[config.mk]
export PLATFORM = sky130hd
export DESIGN_NAME = gpa_port
export DESIGN_NICKNAME = d
export VERILOG_FILES = /design/src/rtl/gpa_pkg.sv /design/src/rtl/gpa_port.sv /design/src/rtl/gpa_sync.sv /design/src/rtl/gpa_pad.sv
export SDC_FILE = /design/constraint.sdc
export NUM_CORES = 1
export LEC_CHECK = 0
export BUFFER_PORTS_ARGS = -buffer_cell sky130_fd_sc_hd__buf_2
export CAP_MARGIN = 20
export CORE_MARGIN = 1
export CORE_UTILIZATION = 45
export DETAILED_ROUTE_END_ITERATION = 10
export PLACE_DENSITY = 0.88
export SLEW_MARGIN = 20
export SYNTH_ARGS = -nofsm -noshare
export SYNTH_HDL_FRONTEND = slang
export SYNTH_SLANG_ARGS = --single-unit
[constraint.sdc]
create_clock -name pclk -period 2.04 [get_ports pclk]
set_input_delay 0.102 -clock pclk [delete_from_list [all_inputs] [get_ports pclk]]
set_output_delay 0.102 -clock pclk [all_outputs]
set_load 0.01 [all_outputs]
[src/rtl/gpa_pkg.sv]
// Constants for the five-bit port with analog pin selection.
// Assumes a 32-bit APB slave with a 12-bit byte address and one clock.
package gpa_pkg;

    ////////////////////////////////////////////////////////////////////////
    // Register indices as printed; byte address is four times the index
    localparam logic [7:0]  IDX_DATA      = 8'h05;  // Port data latch
    localparam logic [7:0]  IDX_DIR       = 8'h85;  // Port direction
    localparam logic [7:0]  IDX_CFG       = 8'h9F;  // Analog pin config
    localparam logic [7:0]  IDX_SET       = 8'hA0;  // Bit-set of data latch
    localparam logic [7:0]  IDX_CLR       = 8'hA1;  // Bit-clear of data latch
    localparam logic [11:0] ADDR_DATA     = {2'b00, IDX_DATA, 2'b00};
    localparam logic [11:0] ADDR_DIR      = {2'b00, IDX_DIR, 2'b00};
    localparam logic [11:0] ADDR_CFG      = {2'b00, IDX_CFG, 2'b00};
    localparam logic [11:0] ADDR_SET      = {2'b00, IDX_SET, 2'b00};
    localparam logic [11:0] ADDR_CLR      = {2'b00, IDX_CLR, 2'b00};

    ////////////////////////////////////////////////////////////////////////
    // Field layout
    localparam int          PORT_W        = 5;      // Pins on the port
    localparam int          ANA_W         = 4;      // Analog-capable pins
    localparam int          CFG_W         = 2;      // Config field width
    localparam int          OD_BIT        = 4;      // Open-drain, timer clock pin

    ////////////////////////////////////////////////////////////////////////
    // Reset values
    localparam logic [4:0]  LATCH_RST     = 5'h00;  // Bit 4 unknown, forced low
    localparam logic [4:0]  DIR_RST       = 5'h1F;  // All inputs
    localparam logic [1:0]  CFG_RST       = 2'h0;   // All analog

    ////////////////////////////////////////////////////////////////////////
    // Analog selections
    localparam logic [1:0]  CFG_ALL_ANA   = 2'h0;   // Pins 0..3 analog
    localparam logic [1:0]  CFG_EXT_REF   = 2'h1;   // Pins 0..2 analog, pin 3 reference
    localparam logic [1:0]  CFG_TWO_ANA   = 2'h2;   // Pins 0..1 analog
    localparam logic [1:0]  CFG_ALL_DIG   = 2'h3;   // All digital
    localparam logic [3:0]  ANA_MASK_ALL  = 4'hF;   // Pins lost to the converter
    localparam logic [3:0]  ANA_MASK_REF  = 4'h7;
    localparam logic [3:0]  ANA_MASK_TWO  = 4'h3;
    localparam logic [3:0]  ANA_MASK_NONE = 4'h0;

endpackage

[src/rtl/gpa_port.sv]
// Five-bit port with direction control and analog pin selection, APB slave.
// Assumes pins arrive unsynchronised and the pad resolves out/oe itself.
// What this block does
// - Five-bit output latch, one bit per pin
// - Pin 4 Schmitt input, open-drain low-only output
// - Pins 0-3 TTL input, push-pull output
// - Direction bit one releases pin driver
// - Direction bit zero drives latch onto pin
// - Reads return pins, writes load latch
// - Bit-set, bit-clear and lane-off data writes are read-modify-write of pin levels
// - Pin 4 input feeds timer external clock
// - Two config bits choose analog or digital pins
// - Reset leaves analog pins selected, reading zero
// - Direction still rules drivers on analog pins
// - Power reset clears latch 4:0; any reset sets direction all ones
// - Unimplemented register bits read zero
// - Pin taken by converter loses digital input, keeps its driver
module gpa_port (
    input  wire logic        pclk,
    input  wire logic        presetn,           // Power-on and brown-out reset
    input  wire logic        other_reset,       // Non-power reset, one-cycle pulse
    input  wire logic        psel,
    input  wire logic        penable,
    input  wire logic        pwrite,
    input  wire logic [11:0] paddr,
    input  wire logic [31:0] pwdata,
    input  wire logic [3:0]  pstrb,
    output logic      [31:0] prdata,
    output logic             pready,
    output logic             pslverr,
    input  wire logic [4:0]  pin_in,            // Pad levels after input buffers
    output logic      [4:0]  pin_out,
    output logic      [4:0]  pin_oe,
    output logic             timer_ext_clk_in,  // Pin 4 toward the timer
    output logic      [3:0]  analog_en,         // Pins handed to the converter
    output logic             vref_ext_sel       // Pin 3 used as reference
);

    ////////////////////////////////////////////////////////////////////////
    // State
    logic [4:0]  latch_reg;      // Port data latch
    logic [4:0]  latch_next;
    logic [4:0]  dir_reg;        // One releases the driver
    logic [4:0]  dir_next;
    logic [1:0]  cfg_reg;        // Analog selection
    logic [1:0]  cfg_next;
    logic [31:0] prdata_reg;     // Read data captured in setup
    logic        pready_reg;     // High in every access phase
    logic        pslverr_reg;    // Unmapped address
    logic        tmr_clk_reg;    // Timer clock copy
    logic [3:0]  ana_en_reg;
    logic        vref_reg;
    logic [4:0]  pins_sync;      // Pins after two flops

    ////////////////////////////////////////////////////////////////////////
    // Input synchroniser; buffer thresholds live in the pad cells
    gpa_sync #(
        .WIDTH    (gpa_pkg::PORT_W)
    ) u_sync (
        .pclk     (pclk),
        .presetn  (presetn),
        .async_in (pin_in),
        .sync_out (pins_sync)
    );

    ////////////////////////////////////////////////////////////////////////
    // Analog selection decode
    logic [3:0] ana_mask_w;      // Pins not available as digital
    logic       ext_ref_w;       // Pin 3 as reference
    assign ana_mask_w = (cfg_reg == gpa_pkg::CFG_ALL_ANA) ? gpa_pkg::ANA_MASK_ALL :
                        (cfg_reg == gpa_pkg::CFG_EXT_REF) ? gpa_pkg::ANA_MASK_ALL :
                        (cfg_reg == gpa_pkg::CFG_TWO_ANA) ? gpa_pkg::ANA_MASK_TWO :
                                                            gpa_pkg::ANA_MASK_NONE;
    assign ext_ref_w  = (cfg_reg == gpa_pkg::CFG_EXT_REF);

    // Converter inputs exclude the reference pin
    logic [3:0] ana_in_w;
    assign ana_in_w = ext_ref_w ? gpa_pkg::ANA_MASK_REF : ana_mask_w;

    // Digital view of the pins; analog pins read as zero
    logic [4:0] pin_read_w;
    assign pin_read_w = {pins_sync[4], pins_sync[3:0] & ~ana_mask_w};

    ////////////////////////////////////////////////////////////////////////
    // APB decode
    logic setup_w;               // First cycle of a transfer
    logic acc_w;                 // Completing access
    logic wr_w;                  // Completing write
    logic lane0_w;               // Low byte written
    logic hit_data_w;
    logic hit_dir_w;
    logic hit_cfg_w;
    logic hit_set_w;
    logic hit_clr_w;
    logic hit_any_w;
    assign setup_w    = psel & ~penable;
    assign acc_w      = psel & penable & pready_reg;
    assign wr_w       = acc_w & pwrite;
    assign lane0_w    = pstrb[0];
    assign hit_data_w = (paddr == gpa_pkg::ADDR_DATA);
    assign hit_dir_w  = (paddr == gpa_pkg::ADDR_DIR);
    assign hit_cfg_w  = (paddr == gpa_pkg::ADDR_CFG);
    assign hit_set_w  = (paddr == gpa_pkg::ADDR_SET);
    assign hit_clr_w  = (paddr == gpa_pkg::ADDR_CLR);
    assign hit_any_w  = hit_data_w | hit_dir_w | hit_cfg_w | hit_set_w | hit_clr_w;

    // Read mux, upper bits zero
    logic [31:0] rd_mux_w;
    assign rd_mux_w = hit_data_w ? {27'h0000000, pin_read_w} :
                      hit_dir_w  ? {27'h0000000, dir_reg} :
                      hit_cfg_w  ? {30'h0000000, cfg_reg} :
                                   32'h00000000;

    ////////////////////////////////////////////////////////////////////////
    // Next-state for the latch: set, clear and lane-off data writes start from the pin levels
    // A write with lane 0 off still reloads the latch from the pins,
    // the same way a bit operation on the port would.
    always_comb begin
        latch_next = latch_reg;
        if (wr_w && hit_data_w) begin
            latch_next = lane0_w ? pwdata[4:0] : pin_read_w;
        end else if (wr_w && hit_set_w) begin
            latch_next = pin_read_w | (lane0_w ? pwdata[4:0] : 5'h00);
        end else if (wr_w && hit_clr_w) begin
            latch_next = pin_read_w & ~(lane0_w ? pwdata[4:0] : 5'h00);
        end
    end

    // Direction and config: other resets win over a write
    always_comb begin
        dir_next = dir_reg;
        cfg_next = cfg_reg;
        if (other_reset) begin
            dir_next = gpa_pkg::DIR_RST;
            cfg_next = gpa_pkg::CFG_RST;
        end else if (wr_w && lane0_w) begin
            if (hit_dir_w) begin
                dir_next = pwdata[4:0];
            end
            if (hit_cfg_w) begin
                cfg_next = pwdata[1:0];
            end
        end
    end

    ////////////////////////////////////////////////////////////////////////
    // Latch keeps its value on other resets; only power reset clears it
    always_ff @(posedge pclk or negedge presetn) begin
        if (!presetn) begin
            latch_reg <= gpa_pkg::LATCH_RST;
        end else begin
            latch_reg <= latch_next;
        end
    end

    // Control registers
    always_ff @(posedge pclk or negedge presetn) begin
        if (!presetn) begin
            dir_reg <= gpa_pkg::DIR_RST;
            cfg_reg <= gpa_pkg::CFG_RST;
        end else begin
            dir_reg <= dir_next;
            cfg_reg <= cfg_next;
        end
    end

    ////////////////////////////////////////////////////////////////////////
    // Bus answer: captured in setup, shown in the single access cycle
    always_ff @(posedge pclk or negedge presetn) begin
        if (!presetn) begin
            prdata_reg  <= 32'h00000000;
            pready_reg  <= 1'b0;
            pslverr_reg <= 1'b0;
        end else begin
            pready_reg  <= setup_w;
            pslverr_reg <= setup_w & ~hit_any_w;
            if (setup_w) begin
                prdata_reg <= pwrite ? 32'h00000000 : rd_mux_w;
            end
        end
    end

    ////////////////////////////////////////////////////////////////////////
    // Side outputs toward the timer and the converter
    always_ff @(posedge pclk or negedge presetn) begin
        if (!presetn) begin
            tmr_clk_reg <= 1'b0;
            ana_en_reg  <= gpa_pkg::ANA_MASK_ALL;
            vref_reg    <= 1'b0;
        end else begin
            tmr_clk_reg <= pins_sync[gpa_pkg::OD_BIT];
            ana_en_reg  <= ana_in_w;
            vref_reg    <= ext_ref_w;
        end
    end

    ////////////////////////////////////////////////////////////////////////
    // Pin drivers; direction governs even analog pins
    // Software must hold direction set on analog pins, else the driver
    // fights the analog source; hardware does not override it.
    genvar g;
    generate
        for (g = 0; g < gpa_pkg::PORT_W; g++) begin : g_pad
            gpa_pad #(
                .OPEN_DRAIN (g == gpa_pkg::OD_BIT)
            ) u_pad (
                .pclk       (pclk),
                .presetn    (presetn),
                .latch_bit  (latch_reg[g]),
                .dir_bit    (dir_reg[g]),
                .pad_out    (pin_out[g]),
                .pad_oe     (pin_oe[g])
            );
        end
    endgenerate

    ////////////////////////////////////////////////////////////////////////
    // Output assignments
    assign prdata           = prdata_reg;
    assign pready           = pready_reg;
    assign pslverr          = pslverr_reg;
    assign timer_ext_clk_in = tmr_clk_reg;
    assign analog_en        = ana_en_reg;
    assign vref_ext_sel     = vref_reg;

    ////////////////////////////////////////////////////////////////////////
    // Checks
    logic wr_data_w;             // Completing write to the data latch
    assign wr_data_w = wr_w & hit_data_w;

    // Lane-off write reloads the latch from the pins
    property p_rmw_reload;
        @(posedge pclk) disable iff (!presetn)
        (wr_data_w && !lane0_w) |=> (latch_reg == $past(pin_read_w));
    endproperty
    a_rmw_reload: assert property (p_rmw_reload)
        else $error("latch not reloaded from pins");

    // Released direction never drives one cycle on
    property p_dir_release;
        @(posedge pclk) disable iff (!presetn)
        (dir_reg != 5'h00) |-> ##1 ((pin_oe & $past(dir_reg)) == 5'h00);
    endproperty
    a_dir_release: assert property (p_dir_release)
        else $error("driver enabled on input pin");

    // Push-pull output pins 0-3 carry the latch
    property p_drive_latch;
        @(posedge pclk) disable iff (!presetn)
        (dir_reg[3:0] == 4'h0) |=> (pin_oe[3:0] == 4'hF) && (pin_out[3:0] == $past(latch_reg[3:0]));
    endproperty
    a_drive_latch: assert property (p_drive_latch)
        else $error("push-pull pins not driving latch");

    // Open-drain pin only ever pulls low
    property p_open_drain;
        @(posedge pclk) disable iff (!presetn)
        (!dir_reg[4] && latch_reg[4]) |=> !pin_oe[4] && !pin_out[4];
    endproperty
    a_open_drain: assert property (p_open_drain)
        else $error("open-drain pin driven high");

    // Data read returns the synchronised pins, upper bits zero
    property p_read_pins;
        @(posedge pclk) disable iff (!presetn)
        (setup_w && !pwrite && hit_data_w) |=> pready && prdata == {27'h0000000, $past(pin_read_w)};
    endproperty
    a_read_pins: assert property (p_read_pins)
        else $error("port read mismatch");

    // Non-power reset restores direction and keeps the latch
    property p_other_reset;
        @(posedge pclk) disable iff (!presetn)
        other_reset |=> (dir_reg == gpa_pkg::DIR_RST) && (latch_reg == $past(latch_reg));
    endproperty
    a_other_reset: assert property (p_other_reset)
        else $error("other reset handled wrongly");

    // Full analog selection hides pins 0..3 from reads
    property p_analog_zero;
        @(posedge pclk) disable iff (!presetn)
        (cfg_reg == gpa_pkg::CFG_ALL_ANA && setup_w && !pwrite && hit_data_w) |=> (prdata[3:0] == 4'h0);
    endproperty
    a_analog_zero: assert property (p_analog_zero)
        else $error("analog pin read nonzero");

    // Timer clock follows the synchronised pin one cycle later
    property p_timer_clk;
        @(posedge pclk) disable iff (!presetn)
        1'b1 |=> timer_ext_clk_in == $past(pins_sync[4]);
    endproperty
    a_timer_clk: assert property (p_timer_clk)
        else $error("timer clock not following pin");

    // Analog pin still driven when its direction is clear
    property p_analog_dir;
        @(posedge pclk) disable iff (!presetn)
        (ana_mask_w[0] && !dir_reg[0]) |=> pin_oe[0];
    endproperty
    a_analog_dir: assert property (p_analog_dir)
        else $error("direction ignored on analog pin");

    // Unmapped address answers with an error
    property p_unmapped;
        @(posedge pclk) disable iff (!presetn)
        (setup_w && !hit_any_w) |=> pready && pslverr && (prdata[31:5] == 27'h0000000);
    endproperty
    a_unmapped: assert property (p_unmapped)
        else $error("unmapped access not flagged");

    // Main scenarios
    c_read_data:  cover property (@(posedge pclk) disable iff (!presetn) acc_w && !pwrite && hit_data_w);
    c_write_rmw:  cover property (@(posedge pclk) disable iff (!presetn) wr_data_w && !lane0_w);
    c_bit_set:    cover property (@(posedge pclk) disable iff (!presetn) wr_w && hit_set_w);
    c_other_rst:  cover property (@(posedge pclk) disable iff (!presetn) other_reset);

endmodule

[src/rtl/gpa_sync.sv]
// Two-stage synchroniser for a bus of independent levels.
// Assumes inputs change without regard to pclk; each bit is a level.
module gpa_sync #(
    parameter int WIDTH = 5
) (
    input  wire logic             pclk,
    input  wire logic             presetn,
    input  wire logic [WIDTH-1:0] async_in,
    output logic      [WIDTH-1:0] sync_out
);

    logic [WIDTH-1:0] stage1_reg;  // Read only by the second stage

    ////////////////////////////////////////////////////////////////////////
    // Both stages clear on reset; metastability settles in stage one
    always_ff @(posedge pclk or negedge presetn) begin
        if (!presetn) begin
            stage1_reg <= '0;
            sync_out   <= '0;
        end else begin
            stage1_reg <= async_in;
            sync_out   <= stage1_reg;
        end
    end

endmodule

[src/rtl/gpa_pad.sv]
// Registered driver control for one port pin.
// Assumes the pad wire is resolved outside from out and enable.
module gpa_pad #(
    parameter bit OPEN_DRAIN = 1'b0
) (
    input  wire logic pclk,
    input  wire logic presetn,
    input  wire logic latch_bit,
    input  wire logic dir_bit,
    output logic      pad_out,
    output logic      pad_oe
);

    logic out_next;  // Level to drive
    logic oe_next;   // Drive enable

    // Open drain only pulls low; push-pull follows the latch
    assign out_next = OPEN_DRAIN ? 1'b0 : latch_bit;
    assign oe_next  = ~dir_bit & (OPEN_DRAIN ? ~latch_bit : 1'b1);

    ////////////////////////////////////////////////////////////////////////
    // Driver released during reset so no pin fights the board
    always_ff @(posedge pclk or negedge presetn) begin
        if (!presetn) begin
            pad_out <= 1'b0;
            pad_oe  <= 1'b0;
        end else begin
            pad_out <= out_next;
            pad_oe  <= oe_next;
        end
    end

endmodule

==> metrics.md <==
| Metric | Value |
|---|---|
| Peak supply drop | `0.0004309 V` |
| Part of the power in registers | `0.562` |
| Die area | `4900 um2` |
| Tmin final | `roughly 1600 ps` |
| FF-to-FF setup slack | `390 ps` |
| EDFF count, synth | `0` |
| Net Switching | `367.1 uW` |
| HP Class | `in -> reg` |
| Startpoint Class | `register` |
| Status | `completed` |
| GR Util All Layers | `0.1792` |
| Post-route ant nets | `0` |
| Leakage | `1.145 nW` |
| Critical path depth | `5` |
| Cell variety after synth | `38` |
| Cells after DPL | `291` |
| Post-Syn Area | `approximately 2100 um2` |
| Fmax | `0.6073 GHz` |
| Placed Area | `approximately 2200 um2` |
| Main flop type after synthesis | `dfrtp_1` |
| Total clock buffers created by CTS | `5` |
| Worst path buffer plus inverter count | `1` |
| Synth Register Bits | `43` |
| Combinational fraction of design power | `0.085` |
| Syn Inst Count | `about 200` |
| Clk network pwr share | `0.353` |
| Fin crit share | `0.8071` |
| Fin. Hold Viols | `0` |
| CTS H-tree depth | `2` |
| Setup total negative slack | `0 ps` |
| CTS Root Cell | `clkbuf_8` |
| Relative max-transition margin | `0.3842` |
| Hold Path End | `dir_reg[3]` |
| Area Growth Syn to Fin | `14.31%` |
| Layout cells sized above 1 | `0.3031` |
| Final Non-Filler Cells | `306` |
| Vias/cell | `slightly above 5` |
| Async SR Flop Fraction | `1.000` |
| P_int | `1.182 mW` |
| FP Rows | `24` |
| Slowest stage delay, CP | `~430 ps` |
| CTS Sinks | `43` |
| Grt ovf | `0` |
| Initial antenna violation count | `0` |
| CP max stage cell | `or3b_2` |
| Maxcap violations | `0` |
| CP max FO | `5` |
| Largest net degree at the start of global routing | `44` |
| Die Height | `70 um` |
| Later-pin clock latency in the skew report | `300 ps` |
| HPWL after detailed placement | `3.085 mm` |
| Top delay family on crit path | `simple AND/OR/NAND/NOR gates` |
| Final Setup Violations | `0` |
| 1st-pass router iterations | `4` |
| DIE WIDTH | `70 um` |
| PD cells | `651.2 nW/um2` |
| DR iter-0 viols | `about 110` |
| Crit path required time | `2250 ps` |
| Worst path cell trace | `nand4_1, nor4_1, buf_4, or3b_2, a41oi_1` |
| Crit path capture type | `register` |
| DRC | `0` |
| CTS tree | `built` |
| Routed WL | `4.049 mm` |
| Core ar. | `4414 um2` |
| Mapped Avg Cell Area | `10.30 um2` |
| Finished Cell Area | `2379 um2` |
| Ports | `109` |
| Vias in the first global route | `1,478` |
| Routability cong. | `0.8819` |
| Final Power | `between 1.5 and 2 mW` |
| Via count | `1,563` |
| Top cells by area, synth | `dfrtp_1 42%, buf_4 14%, dfstp_2 10%, nand3_1 3.1%, nor2_1 2.9%` |
| Skew final | `9.480 ps` |
| Sw Ratio | `0.2370` |
| ANT cells | `0` |
| Worst path arrival time | `approximately 1900 ps` |
| Max Slew Vio Count | `0` |
| Hold_sp | `pwdata[3]` |
| Fillers | `421` |
| R2R depth | `5` |
| Clock buffer depth | `2` |
| Commonest cells in the netlist | `38 x buf_4, 35 x dfrtp_1, 16 x nor2_1, 13 x nand3_1, 12 x nand2_1` |
| First-pass GRT wire length | `between 6 and 7 mm` |
| Fraction of the yosys area taken by sequential cells | `0.5219` |
| Clock Pin Slew Worst Setup and Hold Paths | `80 ps` |
| Setup CP Type | `reg -> reg` |
| Slew @ Worst Pin | `slightly above 900 ps` |
| Area share of the largest cell type after synthesis | `0.4209` |
| R2R Path End | `latch_reg[4]` |
| Routed WL per cell | `13.23 um` |
| Initial core utilization | `0.4714` |
| Layout Nets | `312` |
| PortBufs | `50` |
| Leading area contributor after synthesis | `dfrtp_1` |
| RSZ-0062 raised after global routing | `false` |
| Yosys warns | `0` |
| Most common cell in the netlist | `buf_4` |
| Hold depth | `3` |
| RR Startpoint | `pready` |
-- cells in the final DEF, fill, tap and decap left out, types with 2 or more instances in the layout --
cell type	n
dfstp_2	8
a31oi_1	4
nor2_1	16
nand4_1	5
or3_1	4
o21ai_1	6
dfrtp_1	35
nand3_1	13
buf_4	4
dlygate4sd3_1	7
nand2_1	12
clkbuf_8	6
or4_1	3
a21oi_1	4
a41oi_1	5
inv_1	8
conb_1	28
buf_2	50
a311o_1	2
nand2b_1	3
and4_1	2
or4_4	2
o21ai_0	6
nand3b_1	2
nor4_1	2
a22oi_1	2
-- metrics by stage --
step / worst slack (ps) / utilization / hold slack (ps)
2_1_floorplan: 406.3 / - / -193.6
3_3_place_gp: 255.0 / 0.5023 / 209.8
3_5_place_dp: 166.4 / 0.5023 / 211.3
4_1_cts: 398.6 / 0.5388 / 63.96
5_1_grt: 325.2 / 0.5388 / 83.46
6_report: 393.5 / 0.5388 / 67.40
-- kinds of logic (layout without fill, tap and decap cells) --
kind of cell           Yosys count  after routing  synth area share
AND/OR/NAND/NOR                 73             73            0.1984
buffers and inverters           52             77            0.1636
flip-flops                      43             43            0.5219
AO/OA/AOI/OAI                   32             32            0.1094
other                            1             28          0.001802
multiplexers                     1              1          0.004811
-- worst reg2reg max path, delay by kind of cell, from the launching register on --
kind | cells | cell delay [ps]
simple gates | 3 | 810
flops | 1 | 400
compound gates | 1 | 200
buf+inv | 1 | 160
-- final cells by class --
cell class,instances,area [um2],area share
sequential,43,1086,0.4566
multi-input combinational,134,755.7,0.3177
timing repair buffer,61,350.3,0.1473
clock buffer,7,86.33,0.03630
tap,52,65.06,0.02735
inverter,8,30.03,0.01262
clock inverter,1,5.005,0.002104
-- worst max-delay path by stage --
stage / start / end / slack, ps
after floorplan: paddr[6] / latch_reg[4] / 410
after global placement: paddr[11] / cfg_reg[1] / 250
after detailed placement: paddr[6] / latch_reg[1] / 170
after CTS: pready / latch_reg[4] / 400
after global routing: pready / latch_reg[4] / 330
final: pready / latch_reg[4] / 390
-- per-layer routing --
layer / global-route usage / wire (um) / vias to the layer above
met5: 0 / 0 / -
met4: 0.06222 / 81 / 0
met3: 0.06782 / 290 / 9
met2: 0.2810 / 1900 / 67
met1: 0.2273 / 1776 / 744
li1: - / - / 743
-- repair_timing --
| action | in CTS | in global routing |
|---|---|---|
| buffers inserted | 0 | 0 |
| hold endpoints to repair | 42 | 0 |
| gates resized for setup | 0 | 0 |
| hold buffers | 7 | 0 |
-- power groups by stage --
stage	Combinational (mW)	Clock [mW]	Sequential, mW
5_1_grt	0.146	0.612	0.872
6_report	0.131	0.547	0.871
4_1_cts	0.131	0.565	0.871
3_3_place_gp	0.118	0	0.886
2_1_floorplan	0.0939	0	0.887
3_5_place_dp	0.121	0	0.887
Note: power is estimated with default switching activity, not from simulation.
